--- src/verilog/cssq_pkg.sv ---
// cssq_pkg: constants, carriers and state type of the channel scan sequencer
// assumes a single 25 MHz master clock and one asynchronous active-low reset
`default_nettype none

package cssq_pkg;

   ////////////////////////////////////////////////////////////////////////////
   // clock and timing
   localparam int unsigned CLK_PERIOD_NS = 40;
   localparam logic [3:0]  START_DELAY_CYCLES = 4'h4;

   // analog sample spacing per period class, in ns
   localparam int unsigned T_IVL0_NS = 62500;
   localparam int unsigned T_IVL1_NS = 156250;
   localparam int unsigned T_IVL2_NS = 312500;
   localparam int unsigned T_IVL3_NS = 625000;
   localparam int unsigned T_IVL4_NS = 1562500;

   // spacing is exact only for class 3; division rounds down so the sequence never stretches
   localparam int unsigned IVL0_CYCLES = T_IVL0_NS / CLK_PERIOD_NS;
   localparam int unsigned IVL1_CYCLES = T_IVL1_NS / CLK_PERIOD_NS;
   localparam int unsigned IVL2_CYCLES = T_IVL2_NS / CLK_PERIOD_NS;
   localparam int unsigned IVL3_CYCLES = T_IVL3_NS / CLK_PERIOD_NS;
   localparam int unsigned IVL4_CYCLES = T_IVL4_NS / CLK_PERIOD_NS;
   localparam logic [2:0]  IVL_CLASS_LAST = 3'h4;

   ////////////////////////////////////////////////////////////////////////////
   // channel groups
   localparam logic [5:0] GRP0_CH = 6'h04;
   localparam logic [5:0] GRP1_CH = 6'h04;
   localparam logic [5:0] GRP2_CH = 6'h08;
   localparam logic [5:0] GRP3_CH = 6'h10;
   localparam logic [1:0] SEL_G0      = 2'h0;
   localparam logic [1:0] SEL_G01     = 2'h1;
   localparam logic [1:0] SEL_G012    = 2'h2;
   localparam logic [1:0] SEL_G0123   = 2'h3;
   localparam logic [5:0] BASE_SLOTS  = 6'h20;
   localparam int unsigned DIG_CH     = 16;

   ////////////////////////////////////////////////////////////////////////////
   // reset values
   localparam logic [4:0]  RST_CHANNEL  = 5'h00;
   localparam logic [15:0] RST_DIGITAL  = 16'h0000;
   localparam logic [15:0] RST_TIMER    = 16'h0000;
   localparam logic [5:0]  RST_SLOT     = 6'h00;
   localparam logic [2:0]  RST_OVERRIDE = 3'h0;

   ////////////////////////////////////////////////////////////////////////////
   // carriers
   typedef struct packed {
      logic [1:0]        group_sel;
      logic [4:0]        period_sel;
      logic              remote_mode;
      logic [DIG_CH-1:0] digital;
   } cssq_pins_t;

   typedef struct packed {
      logic [5:0]  active_ch;
      logic [5:0]  slots;
      logic [15:0] interval;
      logic        invalid;
   } cssq_cfg_t;

   typedef enum logic [0:0] {
      ST_SETTLE,
      ST_RUN
   } cssq_state_t;

endpackage

`default_nettype wire

--- src/verilog/cssq_sync.sv ---
// cssq_sync: two-stage synchroniser for a bundle of pin levels
// assumes each bit is a slow static or level input from outside the clock domain
`timescale 1ns/1ns
`default_nettype none

module cssq_sync #(
   parameter int unsigned W = 1
) (
   input  wire logic         clk,
   input  wire logic         rst_n,
   input  wire logic [W-1:0] d,
   output var  logic [W-1:0] q
);

   logic [W-1:0] meta_reg;

   ////////////////////////////////////////////////////////////////////////////
   // first stage feeds only the second
   always_ff @(posedge clk or negedge rst_n)
   begin
      if (!rst_n)
      begin
         meta_reg <= '0;
         q        <= '0;
      end
      else
      begin
         meta_reg <= d;
         q        <= meta_reg;
      end
   end

endmodule

`default_nettype wire

--- src/verilog/cssq_top.sv ---
// cssq_top: channel scan sequencer, free-running after reset release
// assumes static strap pins, pin-level digital inputs and a same-clock command port
`timescale 1ns/1ns
`default_nettype none

module cssq_top
   import cssq_pkg::*;
#(
   parameter int unsigned IVL2_COUNT = IVL2_CYCLES,
   parameter int unsigned IVL3_COUNT = IVL3_CYCLES,
   parameter int unsigned IVL4_COUNT = IVL4_CYCLES
) (
   input  wire logic              CLOCK,
   input  wire logic              RESETN,
   input  wire logic [1:0]        ACTIVE_GROUP_SELECT,
   input  wire logic [4:0]        SCAN_PERIOD_SELECT,
   input  wire logic              REMOTE_TERMINAL_MODE,
   input  wire logic [DIG_CH-1:0] DIGITAL_IN,
   input  wire logic              CAN_CMD_VALID,
   input  wire logic [2:0]        CAN_CMD_PERIOD,
   output var  logic              SEQ_START,
   output var  logic              SEQ_RUNNING,
   output var  logic [DIG_CH-1:0] DIGITAL_CAPTURE,
   output var  logic              DIGITAL_VALID,
   output var  logic              ANALOG_SAMPLE,
   output var  logic [4:0]        ANALOG_CHANNEL,
   output var  logic [5:0]        ACTIVE_CHANNELS,
   output var  logic              CONFIG_INVALID,
   output var  logic              CMD_ACCEPTED,
   output var  logic              CMD_IGNORED
);

   ////////////////////////////////////////////////////////////////////////////
   // pin synchronisation

   cssq_pins_t pins_raw;
   cssq_pins_t pins;

   assign pins_raw.group_sel   = ACTIVE_GROUP_SELECT;
   assign pins_raw.period_sel  = SCAN_PERIOD_SELECT;
   assign pins_raw.remote_mode = REMOTE_TERMINAL_MODE;
   assign pins_raw.digital     = DIGITAL_IN;

   cssq_sync #(
      .W ($bits(cssq_pins_t))
   ) u_pin_sync (
      .clk   (CLOCK),
      .rst_n (RESETN),
      .d     (pins_raw),
      .q     (pins)
   );

   ////////////////////////////////////////////////////////////////////////////
   // command port

   logic       ovr_valid_reg;
   logic       ovr_valid_next;
   logic [2:0] ovr_class_reg;
   logic [2:0] ovr_class_next;
   logic       cmd_acc_reg;
   logic       cmd_acc_next;
   logic       cmd_ign_reg;
   logic       cmd_ign_next;

   always_comb
   begin
      ovr_valid_next = ovr_valid_reg;
      ovr_class_next = ovr_class_reg;
      cmd_acc_next   = 1'b0;
      cmd_ign_next   = 1'b0;
      // override lapses when remote mode is left; pins rule again
      if (!pins.remote_mode)
      begin
         ovr_valid_next = 1'b0;
      end
      if (CAN_CMD_VALID)
      begin
         if (pins.remote_mode)
         begin
            ovr_valid_next = 1'b1;
            ovr_class_next = CAN_CMD_PERIOD;
            cmd_acc_next   = 1'b1;
         end
         else
         begin
            cmd_ign_next = 1'b1;
         end
      end
   end

   always_ff @(posedge CLOCK or negedge RESETN)
   begin
      if (!RESETN)
      begin
         ovr_valid_reg <= 1'b0;
         ovr_class_reg <= RST_OVERRIDE;
         cmd_acc_reg   <= 1'b0;
         cmd_ign_reg   <= 1'b0;
      end
      else
      begin
         ovr_valid_reg <= ovr_valid_next;
         ovr_class_reg <= ovr_class_next;
         cmd_acc_reg   <= cmd_acc_next;
         cmd_ign_reg   <= cmd_ign_next;
      end
   end

   ////////////////////////////////////////////////////////////////////////////
   // live configuration from straps and override

   cssq_cfg_t  live_cfg;
   logic [2:0] ivl_class;
   logic [1:0] slot_shift;
   logic [5:0] raw_slots;

   function automatic logic [15:0] interval_of(input logic [2:0] cls);
      logic [15:0] v;
      v = 16'(IVL4_COUNT);
      case (cls)
         3'h0:    v = 16'(IVL0_CYCLES);
         3'h1:    v = 16'(IVL1_CYCLES);
         3'h2:    v = 16'(IVL2_COUNT);
         3'h3:    v = 16'(IVL3_COUNT);
         default: v = 16'(IVL4_COUNT);
      endcase
      return v;
   endfunction

   always_comb
   begin
      // the command takes priority over the period class straps
      ivl_class = (ovr_valid_reg && pins.remote_mode) ?
                  ovr_class_reg : pins.period_sel[4:2];
      slot_shift = pins.period_sel[1:0];
      raw_slots  = BASE_SLOTS >> slot_shift;
      case (pins.group_sel)
         SEL_G0:    live_cfg.active_ch = GRP0_CH;
         SEL_G01:   live_cfg.active_ch = GRP0_CH + GRP1_CH;
         SEL_G012:  live_cfg.active_ch = GRP0_CH + GRP1_CH + GRP2_CH;
         SEL_G0123: live_cfg.active_ch = GRP0_CH + GRP1_CH + GRP2_CH + GRP3_CH;
         default:   live_cfg.active_ch = GRP0_CH;
      endcase
      live_cfg.interval = interval_of(ivl_class);
      // too short a sequence is stretched so no channel is skipped
      live_cfg.invalid = (raw_slots < live_cfg.active_ch) ||
                         (ivl_class > IVL_CLASS_LAST);
      // one slot per channel at least
      live_cfg.slots = (raw_slots < live_cfg.active_ch) ?
                       live_cfg.active_ch : raw_slots;
   end

   ////////////////////////////////////////////////////////////////////////////
   // sequencer

   cssq_state_t       state_reg;
   cssq_state_t       state_next;
   logic [3:0]        settle_reg;
   logic [3:0]        settle_next;
   logic [15:0]       timer_reg;
   logic [15:0]       timer_next;
   logic [5:0]        slot_reg;
   logic [5:0]        slot_next;
   cssq_cfg_t         cfg_reg;
   cssq_cfg_t         cfg_next;
   cssq_cfg_t         use_cfg;
   logic              first_slot;
   logic              seq_start_reg;
   logic              seq_start_next;
   logic              running_reg;
   logic              running_next;
   logic [DIG_CH-1:0] dig_reg;
   logic [DIG_CH-1:0] dig_next;
   logic              dig_valid_reg;
   logic              dig_valid_next;
   logic              an_sample_reg;
   logic              an_sample_next;
   logic [4:0]        an_chan_reg;
   logic [4:0]        an_chan_next;

   always_comb
   begin
      state_next     = state_reg;
      settle_next    = settle_reg;
      timer_next     = timer_reg;
      slot_next      = slot_reg;
      cfg_next       = cfg_reg;
      running_next   = running_reg;
      dig_next       = dig_reg;
      an_chan_next   = an_chan_reg;
      seq_start_next = 1'b0;
      dig_valid_next = 1'b0;
      an_sample_next = 1'b0;
      first_slot     = (slot_reg == RST_SLOT);
      // straps are only looked at between sequences
      use_cfg        = first_slot ? live_cfg : cfg_reg;
      case (state_reg)
         ST_SETTLE:
         begin
            // self start
            // waits for the synchronised straps to be valid
            if (settle_reg == 4'h0)
            begin
               state_next   = ST_RUN;
               running_next = 1'b1;
               timer_next   = RST_TIMER;
               slot_next    = RST_SLOT;
            end
            else
            begin
               settle_next = settle_reg - 4'h1;
            end
         end
         ST_RUN:
         begin
            if (timer_reg == 16'h0000)
            begin
               timer_next = use_cfg.interval - 16'h0001;
               if (first_slot)
               begin
                  cfg_next       = live_cfg;
                  seq_start_next = 1'b1;
                  dig_next       = pins.digital;
                  dig_valid_next = 1'b1;
               end
               if (slot_reg < use_cfg.active_ch)
               begin
                  an_sample_next = 1'b1;
                  an_chan_next   = slot_reg[4:0];
               end
               // wrap straight into the next sequence
               if (slot_reg == use_cfg.slots - 6'h01)
               begin
                  slot_next = RST_SLOT;
               end
               else
               begin
                  slot_next = slot_reg + 6'h01;
               end
            end
            else
            begin
               timer_next = timer_reg - 16'h0001;
            end
         end
         default:
         begin
            state_next = ST_SETTLE;
         end
      endcase
   end

   always_ff @(posedge CLOCK or negedge RESETN)
   begin
      if (!RESETN)
      begin
         state_reg     <= ST_SETTLE;
         settle_reg    <= START_DELAY_CYCLES;
         timer_reg     <= RST_TIMER;
         slot_reg      <= RST_SLOT;
         cfg_reg       <= '0;
         running_reg   <= 1'b0;
         seq_start_reg <= 1'b0;
         dig_reg       <= RST_DIGITAL;
         dig_valid_reg <= 1'b0;
         an_sample_reg <= 1'b0;
         an_chan_reg   <= RST_CHANNEL;
      end
      else
      begin
         state_reg     <= state_next;
         settle_reg    <= settle_next;
         timer_reg     <= timer_next;
         slot_reg      <= slot_next;
         cfg_reg       <= cfg_next;
         running_reg   <= running_next;
         seq_start_reg <= seq_start_next;
         dig_reg       <= dig_next;
         dig_valid_reg <= dig_valid_next;
         an_sample_reg <= an_sample_next;
         an_chan_reg   <= an_chan_next;
      end
   end

   ////////////////////////////////////////////////////////////////////////////
   // outputs, all straight from flops

   assign SEQ_START       = seq_start_reg;
   assign SEQ_RUNNING     = running_reg;
   assign DIGITAL_CAPTURE = dig_reg;
   assign DIGITAL_VALID   = dig_valid_reg;
   assign ANALOG_SAMPLE   = an_sample_reg;
   assign ANALOG_CHANNEL  = an_chan_reg;
   assign ACTIVE_CHANNELS = cfg_reg.active_ch;
   assign CONFIG_INVALID  = cfg_reg.invalid;
   assign CMD_ACCEPTED    = cmd_acc_reg;
   assign CMD_IGNORED     = cmd_ign_reg;

endmodule

`default_nettype wire

--- config.mk ---
export PLATFORM = sky130hd
export DESIGN_NAME = cssq_top
export DESIGN_NICKNAME = d
export VERILOG_FILES = /design/src/verilog/cssq_pkg.sv /design/src/verilog/cssq_sync.sv /design/src/verilog/cssq_top.sv
export SDC_FILE = /design/constraint.sdc
export NUM_CORES = 1
export LEC_CHECK = 0
export BUFFER_PORTS_ARGS = -buffer_cell sky130_fd_sc_hd__buf_2
export CORE_UTILIZATION = 25
export CTS_CLUSTER_DIAMETER = 150
export CTS_CLUSTER_SIZE = 24
export DETAILED_ROUTE_END_ITERATION = 8
export SYNTH_ARGS = -nofsm -noshare
export SYNTH_HDL_FRONTEND = slang
export SYNTH_SLANG_ARGS = --single-unit
--- constraint.sdc ---
create_clock -name CLOCK -period 3.9 [get_ports CLOCK]
set_clock_uncertainty 0.05 [all_clocks]
set_input_delay 0 -clock CLOCK [delete_from_list [all_inputs] [get_ports CLOCK]]
set_output_delay 0 -clock CLOCK [all_outputs]
set_load 0.01 [all_outputs]
==> impl_results.md, run 1 <==
* Number of synthesized flops with an enable pin at 0
* Compound-Gate Fraction of Synth Area at 0.177
* Switching power at 995 uW
* CP Class: register to register
* Seq cells post-synth at 134
* Sequential area share after synthesis at 0.535
* Hold slack at 0.168 ns
* Final count of hold timing violations at 0
* Largest family of logic cells by synthesized area: compound AO/OA/AOI/OAI gates
* Global Route Usage Sum at 0.123
* Peak supply drop at 457 uV
* Minimum clock period at 3.54 ns
* Vias per cell at 4.69
* Clock sink count at 134
* FF-to-FF path depth at 12
* Post-synthesis mux area share at 0.0373
* Chip Width at 160 um
* Endpoint class of the critical path: register
* Power per cell area at 467 mW/mm^2
* Root Buffer: clkbuf_16
* Core Region at 0.0245 sq mm
* Tcrit/Tclk final at 0.908
* Crit path max fanout at 11
* # IOs at 64
* Hold Path Depth at 2
* # rows at 57
* Initial core utilization at 0.257
* Worst-margin pin slew at 0.923 ns
* Post-Synth Simple-Gate Area at 0.173
* Arr. time, crit path at 3.78 ns
* FMAX at 0.282 GHz
* Status: finished, final reports clean
* Switching Fraction at 0.271
* Leak at 0.00350 uW
* Remaining Overflow, GRT at 0
* Skew-Pair Late Insertion Delay at 0.42 ns
* Final ANT Viol Nets at 0
* Slew headroom at 0.385
* Htree depth at 4
* Final GP Congestion at 0.818
* Synth unique cells at 72
* Share of layout cells above drive strength 1 at 0.195
* CTS tree: done
* Post-synth ARST share at 1.00
* Post CTS Setup Buffer Count at 0
* Commonest non-fill, non-tap cells in the layout: 133 x dfrtp_1, 98 x nand2_1, 62 x buf_2
* Power share of the clock group at 0.426
* Longest Clk Path Bufs at 2
* ANT cells at 0
* XOR/XNOR Fraction of Synth Area at 0.0126
* Largest net degree at the start of global routing at 101
* Wire per inst at 14.6 um
* Initial DRC count at 300
* CTS Buf Count at 17
* Comb pwr share at 0.127
* Drt total wl at 15.2 mm
* # DRC at 0
* Syn avg cell area at 10.3 sq um
* Max-slew violations at 0
* Initial antenna violation count at 0
* Vias in the first global route at 4789
* Die area at 0.0257 sq mm
* Crit. Startpoint: slot_reg[0]$_DFFE_PN0P_
* Sequential Power Share at 0.447
* Layout area overhead at 25.3%
* P_int at 2680 uW
* Detailed Place HPWL at 10.3 mm
* TNS Setup at 0 ns
* FF-to-FF Start: slot_reg[0]$_DFFE_PN0P_
* Final setup viols at 0
* Cell count after synthesis at 610
* Max cap viols at 0
* Port Buf Inserts at 63
* Worst Min Path Start: DIGITAL_IN[2]
* Critical path required time at 4.14 ns
* FF-to-FF setup slack at 0.36 ns
* Most common cell after layout, fill and taps aside: dfrtp_1
* Clk slew on worst S/H paths at 0.06 ns
* Drt pass-1 iters at 4
* R2R Path End: slot_reg[4]$_DFFE_PN0P_
* Worst min path class: primary input to register
* Nets at 748
* Post-synthesis net count at 652
* DR vias at 4889
* RSZ-0062 raised after global routing: no
* Startpoint Class: register
* Worst hold endpoint: u_pin_sync.meta_reg[2]$_DFF_PN0_
* Total number of yosys warnings at 0
* Main flop type after synthesis: dfrtp_1
* First-pass GRT wire length at 25.4 mm
* Synthesized cell area at 0.00627 sq mm
* Die height at 160 um
* Adder-cell share of the synthesized area at 0.0239
==> per-stage QoR <==
stage	power [uW]	setup slack (ns)	utilization	cells	area, sq um
floorplan	1940	0.657	-	610	6270
global placement	2090	0.459	0.285	981	6960
detailed placement	2100	0.395	0.285	981	6960
CTS	3710	0.376	0.320	1042	7840
global route	3850	0.0424	0.321	1042	7860
finish	3670	0.360	0.321	1042	7860
==> power by group through the flow <==
stage	combinational [uW]	clock (uW)	sequential, uW
finish	466	1560	1640
global route	526	1660	1660
CTS	466	1610	1640
detailed placement	439	0	1660
global placement	430	0	1660
floorplan	316	0	1630
==> area by class of cell <==
cell class	count	area, sq um
fill	2465	16600
sequential	134	3350
multi-input combinational	417	2690
timing repair buffer	109	742
clock buffer	21	450
tap	324	405
clock inverter	10	124
inverter	27	101
==> logic make-up (layout without fill, tap and decap cells) <==
| group | after synthesis | count (layout) |
|---|---|---|
| AND/OR/NAND/NOR | 220 | 220 |
| adder cells (fa/ha/maj) | 12 | 12 |
| flip-flops | 134 | 134 |
| AO/OA/AOI/OAI | 154 | 154 |
| XOR/XNOR | 9 | 9 |
| buffers and inverters | 59 | 167 |
| multiplexers | 22 | 22 |
==> routing by layer <==
layer | global-route usage | up-vias | part of all wire
met1 | 0.173 | 2367 | 0.49
li1 | - | 2381 | -
met2 | 0.188 | 130 | 0.45
met4 | 0.0377 | 0 | 0.010
met3 | 0.0282 | 11 | 0.053
met5 | 0 | - | 0
==> cell usage after synthesis (all sizes together), types with 3 or more instances <==
master	instances	area (sq um)
dfrtp	133	3330
nand2	99	374
o21ai	37	189
nor2	35	134
inv	27	101
a21oi	26	134
clkbuf	21	78.8
nand3	15	85.1
ha	12	150
buf	11	78.8
mux2	11	124
mux2i	11	110
and2	10	62.6
and3	10	63.8
o31ai	10	88.8
a31oi	9	56.3
nor3	9	45.0
nor4	7	62.6
o21a	7	52.6
o22ai	7	43.8
a211oi	6	45.0
a21o	6	45.0
a22o	6	52.6
nand4	6	37.5
nor2b	6	37.5
xor2	6	52.6
a221oi	5	43.8
nand2b	5	31.3
o211ai	5	37.5
or4	5	37.5
a2111oi	4	78.8
o311ai	4	42.6
or3	3	18.8
xnor2	3	26.3
==> worst max-delay path, cell delays in order, from the launching register on <==
cell      delay, ns
dfrtp_1        0.41
inv_1          0.14
ha_1           0.18
or4b_4         0.58
o21ai_2        0.20
ha_1           0.27
xnor2_1        0.15
nor2_1         0.12
mux2i_1        0.18
o41ai_4        0.51
o21ai_1        0.19
a221oi_1       0.34
nor2_1         0.08
==> repair_timing <==
action,4_1_cts,5_1_grt
setup endpoints to repair,0,4
resized for setup,0,2
hold buffers,30,0
endpoints found under the hold margin,128,0
==> how the worst max path moves through the flow <==
| stage | end | slack (ns) |
|---|---|---|
| after CTS | slot_reg[4]$_DFFE_PN0P_ | 0.38 |
| after global placement | slot_reg[3]$_DFFE_PN0P_ | 0.46 |
| after floorplan | timer_reg[12]$_DFFE_PN0N_ | 0.66 |
| after global routing | slot_reg[4]$_DFFE_PN0P_ | 0.04 |
| after detailed placement | slot_reg[3]$_DFFE_PN0P_ | 0.40 |
| final | slot_reg[4]$_DFFE_PN0P_ | 0.36 |
Power figures use the tool's default switching activity.
==> run 2: changes to the inputs <==
--- a/config.mk
+++ b/config.mk
@@ -8,3 +8,3 @@
 export BUFFER_PORTS_ARGS = -buffer_cell sky130_fd_sc_hd__buf_2
-export CORE_UTILIZATION = 25
+export CORE_UTILIZATION = 44
 export CTS_CLUSTER_DIAMETER = 150
--- a/constraint.sdc
+++ b/constraint.sdc
@@ -4,2 +4,2 @@
 set_output_delay 0 -clock CLOCK [all_outputs]
-set_load 0.01 [all_outputs]
+set_load 0.005 [all_outputs]
==> impl_results.md, run 2 (synthesized netlist as in run 1, its figures left out) <==
* Status: finished, final reports clean
* Clock sink count at 134
* Post CTS Setup Buffer Count at 0
* Power per cell area at 475 mW/mm^2
* Final GP Congestion at 0.886
* Final setup viols at 0
* Initial antenna violation count at 0
* Switching power at 1040 uW
* Power share of the clock group at 0.425
* # DRC at 0
* Die height at 121 um
* TNS Setup at 0 ns
* Arr. time, crit path at 3.80 ns
* Die area at 0.0147 sq mm
* Chip Width at 121 um
* Vias in the first global route at 4868
* Commonest non-fill, non-tap cells in the layout: 133 x dfrtp_1, 98 x nand2_1, 62 x buf_2
* CP max-delay cell: or4b_4
* Comb pwr share at 0.128
* CTS tree: done
* Leak at 0.00353 uW
* Drt pass-1 iters at 5
* FMAX at 0.282 GHz
* Port Buf Inserts at 63
* # rows at 43
* Tcrit/Tclk final at 0.910
* Setup Slack @ Placement at 0.380 ns
* Minimum clock period at 3.55 ns
* Drt total wl at 14.9 mm
* Final ANT Viol Nets at 0
* Clk slew on worst S/H paths at 0.07 ns
* Worst path cell trace: inv_1, ha_1, or4b_4, nor2_2, mux2_2, o31ai_4, nand3_2, or3_1, a32o_1
* Worst-margin pin slew at 0.979 ns
* # IOs at 64
* Root Buffer: clkbuf_16
* DR vias at 4999
* CP max stage delay at 0.57 ns
* Global Route Usage Sum at 0.220
* Slew headroom at 0.348
* Most common cell after layout, fill and taps aside: dfrtp_1
* Largest net degree at the start of global routing at 107
* P_int at 2620 uW
* Longest Clk Path Bufs at 2
* Fill cell count at 1212
* Layout area overhead at 22.8%
* Share of layout cells above drive strength 1 at 0.204
* Htree depth at 4
* Crit path max fanout at 11
* Hold slack at 0.168 ns
* Remaining Overflow, GRT at 0
* Final WS setup at 0.350 ns
* Final core occ at 0.555
* Startpoint Class: register
* Initial DRC count at 352
* FF-to-FF setup slack at 0.35 ns
* Switching Fraction at 0.285
* CP Class: register to register
* Max-slew violations at 0
* Sequential Power Share at 0.448
* Peak supply drop at 356 uV
* Worst min path class: primary input to register
* Worst Path Buf+Inv at 1
* Wire per inst at 16.5 um
* Vias per cell at 5.52
* Final count of hold timing violations at 0
* Critical path's top delay family: simple AND/OR/NAND/NOR gates
* CTS Buf Count at 17
* ANT cells at 0
* Critical path required time at 4.15 ns
* First-pass GRT wire length at 24.7 mm
* Detailed Place HPWL at 10.1 mm
* Nets at 754
* Max cap viols at 0
* RSZ-0062 raised after global routing: no
* Skew-Pair Late Insertion Delay at 0.42 ns
* Core Region at 0.0139 sq mm
* Initial core utilization at 0.452
* Endpoint class of the critical path: register
-- run 2: cell types whose count changed in the layout (fill, tap and decap cells not counted), sizes merged --
cell / change
buf: +5
bufinv: -1
clkbuf: -3
clkinv: -2
clkinvlp: +1
dlygate4sd3: +1
inv: +6
-- run 2: metrics by stage --
| stage | power [uW] | cells | area (sq um) |
|---|---|---|---|
| floorplan | 1940 | 610 | 6270 |
| global placement | 2080 | 842 | 6820 |
| finish | 3660 | 905 | 7700 |
| CTS | 3690 | 905 | 7700 |
| global route | 3830 | 905 | 7700 |
| detailed placement | 2100 | 842 | 6820 |
-- run 2: area by class of cell --
cell class              count  area, sq um  share of cell area
clock buffers              18          429              0.0557
clock inverters            14          141              0.0184
inverters                  27          101              0.0132
multi-input cells         417         2660               0.346
flip-flops and latches    134         3350               0.436
well taps                 180          225              0.0292
repair buffers            115          790               0.103
-- run 2: final timing paths --
path,startpoint,endpoint,cells after the start
max in group asynchronous,RESETN,settle_reg[2]$_DFFE_PN1P_,3
hold reg to reg,u_pin_sync.meta_reg[19]$_DFF_PN0_,u_pin_sync.q[19]$_DFF_PN0_,0
setup reg to reg,slot_reg[0]$_DFFE_PN0P_,timer_reg[11]$_DFFE_PN0N_,9
hold / removal,DIGITAL_IN[6],u_pin_sync.meta_reg[6]$_DFF_PN0_,2
setup / recovery,slot_reg[0]$_DFFE_PN0P_,timer_reg[11]$_DFFE_PN0N_,9
min in group asynchronous,RESETN,ACTIVE_CHANNELS[4]$_DFFE_PN0P_,2
-- run 2: routing by layer --
layer	up-vias	GRT usage	wire, um
met3	20	0.0663	879
met4	0	0.0779	224
met2	178	0.334	6960
li1	2391	-	-
met1	2410	0.296	6850
met5	-	0	0
-- run 2: power groups by stage --
stage,registers [uW],clock network (uW),logic (uW)
floorplan,1620,0,315
global placement,1660,0,428
detailed placement,1660,0,440
CTS,1640,1590,466
global route,1660,1650,528
finish,1640,1550,468
-- run 2: what timing repair did --
| action | 4_1_cts | 5_1_grt |
|---|---|---|
| resized for setup | 0 | 0 |
| endpoints found under the hold margin | 135 | 0 |
| hold buffers | 31 | 0 |
-- run 2: worst register-to-register path, cell delays in order (launching register included) --
cell and delay, ns:
dfrtp_1 0.43, inv_1 0.16, ha_1 0.18, or4b_4 0.57, nor2_2 0.36, mux2_2 0.43, o31ai_4 0.45, nand3_2 0.17
or3_1 0.37, a32o_1 0.26
==> run 3: changes to the inputs <==
Settings changed: CORE_MARGIN set to 5, SYNTH_HIERARCHICAL set to 1.
Clock period 3.9 ns to 4.6 ns, I/O delays scaled along.
==> impl_results.md, run 3 <==
* Endpoint class of the critical path: register
* Drt total wl at 13.6 mm
* Synth unique cells at 74
* Skew-Pair Late Insertion Delay at 0.42 ns
* Critical path's top delay family: simple AND/OR/NAND/NOR gates
* FMAX at 0.264 GHz
* Adder-cell share of the synthesized area at 0.0247
* Cell count after synthesis at 582
* Inst Count DP at 806
* Core Region at 0.0137 sq mm
* # rows at 43
* # IOs at 64
* Htree depth at 4
* # DRC at 0
* Switching Fraction at 0.262
* Root Buffer: clkbuf_16
* Final setup viols at 0
* ANT cells at 0
* Initial core utilization at 0.443
* Switching power at 803 uW
* Final GP Congestion at 0.852
* Arr. time, crit path at 4.00 ns
* Post-synth ARST share at 1.00
* Leak at 0.00341 uW
* Synthesized cell area at 0.00607 sq mm
* Synth top area cells: dfrtp_1 55%, nand2_1 6.2%, o21ai_0 2.6%, ha_1 2.5%, nor2_1 2.2%
* Main flop type after synthesis: dfrtp_1
* Syn avg cell area at 10.4 sq um
* Initial DRC count at 334
* Most frequent cell after synthesis: dfrtp_1
* Vias in the first global route at 4603
* Max cap viols at 0
* Status: finished, final reports clean
* Layout area overhead at 22.0%
* Power share of the clock group at 0.420
* Final count of hold timing violations at 0
* Seq cells post-synth at 134
* Worst min path class: primary input to async pin
* Post-synthesis mux area share at 0.0315
* Detailed Place HPWL at 9.13 mm
* Peak supply drop at 230 uV
* Clock sink count at 134
* First-pass GRT wire length at 23.2 mm
* Post-synth top area share at 0.548
* P_int at 2260 uW
* XOR/XNOR Fraction of Synth Area at 0.0187
* Critical path required time at 4.81 ns
* Synth area leader: dfrtp_1
* Post-synthesis net count at 624
* Sequential area share after synthesis at 0.552
* CP max-delay cell: or4_1
* Top cells by count, synth: 133 x dfrtp_1, 100 x nand2_1, 36 x nor2_1
* Cts hold-fix bufs at 29
* Share of layout cells above drive strength 1 at 0.182
* Nets at 716
* Tcrit/Tclk final at 0.823
* RSZ-0062 raised after global routing: no
* Initial antenna violation count at 0
* Crit path max fanout at 16
* Worst-margin pin slew at 0.838 ns
* Remaining Overflow, GRT at 0
* Clk slew on worst S/H paths at 0.06 ns
* CTS tree: done
* Sequential Power Share at 0.449
* Number of synthesized flops with an enable pin at 0
* Startpoint Class: register
* Minimum clock period at 3.79 ns
* Drt pass-1 iters at 4
* Port Buf Inserts at 63
* Fin cells at 867
* Vias per cell at 5.35
* DR vias at 4642
* PostCTS Resize Cnt at 0
* Die area at 0.0163 sq mm
* Commonest non-fill, non-tap cells in the layout: 133 x dfrtp_1, 100 x nand2_1, 62 x buf_2
* Final ANT Viol Nets at 0
* Longest Clk Path Bufs at 2
* Hold slack at 0.164 ns
* Final core occ at 0.540
* Largest family of logic cells by synthesized area: simple AND/OR/NAND/NOR gates
* Worst path cell trace: inv_1, ha_1, nor4b_4, nand2_2, buf_4, nand2_1, ha_1, xnor2_1, nor3_1, a21oi_1, nand2_1, or4_1, nor2b_1, o32ai_1
* Compound-Gate Fraction of Synth Area at 0.162
* Power per cell area at 413 mW/mm^2
* CP Class: register to register
* Global Route Usage Sum at 0.178
* Largest net degree at the start of global routing at 86
* Wire per inst at 15.7 um
* CTS Buf Count at 17
* Post CTS Setup Buffer Count at 0
* Most common cell after layout, fill and taps aside: dfrtp_1
* Chip Width at 128 um
* Total number of yosys warnings at 6
* CP max stage delay at 0.54 ns
* Post-Synth Simple-Gate Area at 0.174
* Max-slew violations at 0
* Die height at 128 um
* Slew headroom at 0.436
* Comb pwr share at 0.131
* TNS Setup at 0 ns
* Worst Path Buf+Inv at 2
[run 3: worst paths after layout]
kind / startpoint / end / slack (ns) / depth (start not counted)
max in group asynchronous: RESETN / u_pin_sync/meta_reg[21]$_DFF_PN0_ / 3.21 / 3
hold / removal: RESETN / ANALOG_CHANNEL[3]$_DFFE_PN0P_ / 0.16 / 2
hold reg to reg: u_pin_sync/meta_reg[3]$_DFF_PN0_ / u_pin_sync/q[3]$_DFF_PN0_ / 0.29 / 0
setup reg to reg: slot_reg[0]$_DFFE_PN0P_ / slot_reg[1]$_DFFE_PN0P_ / 0.81 / 14
min in group CLOCK: DIGITAL_IN[5] / u_pin_sync/meta_reg[5]$_DFF_PN0_ / 0.17 / 2
setup / recovery: slot_reg[0]$_DFFE_PN0P_ / slot_reg[1]$_DFFE_PN0P_ / 0.81 / 14
[run 3: worst register-to-register path: stages, from the launching register on]
cell,delay [ns]
dfrtp_1,0.47
inv_1,0.16
ha_1,0.18
nor4b_4,0.34
nand2_2,0.28
buf_4,0.28
nand2_1,0.11
ha_1,0.23
xnor2_1,0.17
nor3_1,0.07
a21oi_1,0.15
nand2_1,0.06
or4_1,0.54
nor2b_1,0.37
o32ai_1,0.18
[run 3: logic make-up (layout without fill, tap and decap cells)]
| kind of cell | Yosys count | in the layout |
|---|---|---|
| and+or+nand+nor | 215 | 215 |
| AOI/OAI and AO/OA | 142 | 142 |
| DFF | 134 | 134 |
| buffers and inverters | 48 | 153 |
| muxes | 18 | 18 |
| xor gates and xnor gates | 13 | 13 |
| adders and majority gates | 12 | 12 |
[run 3: routing by layer]
layer	share of wire	up-vias	wire length [um]	GRT usage
met2	0.45	130	6090	0.268
met5	0	-	0	0
li1	-	2244	-	-
met3	0.055	21	746	0.0410
met4	0.018	0	242	0.0656
met1	0.48	2247	6500	0.251
[run 3: final cells by class]
type | count | area [sq um]
Sequential cell | 134 | 3350
Clock buffer | 21 | 470
Inverter | 17 | 63.8
Fill cell | 1226 | 6310
Tap cell | 180 | 225
Multi-Input combinational cell | 400 | 2490
Timing Repair Buffer | 104 | 702
Clock inverter | 11 | 101
[run 3: power groups by stage]
stage / registers (uW) / clock network (uW) / logic, uW
CTS: 1370 / 1310 / 404
global placement: 1380 / 0 / 373
floorplan: 1360 / 0 / 284
detailed placement: 1390 / 0 / 386
global route: 1390 / 1370 / 459
finish: 1370 / 1290 / 401
[run 3: metrics by stage]
step                      worst slack [ns]  instance area, sq um  total power [uW]
after floorplan                      0.816                  6070              1650
after global placement                1.00                  6550              1760
after detailed placement             0.858                  6550              1770
after CTS                            0.845                  7410              3090
after global routing                 0.463                  7410              3210
final                                0.813                  7410              3060
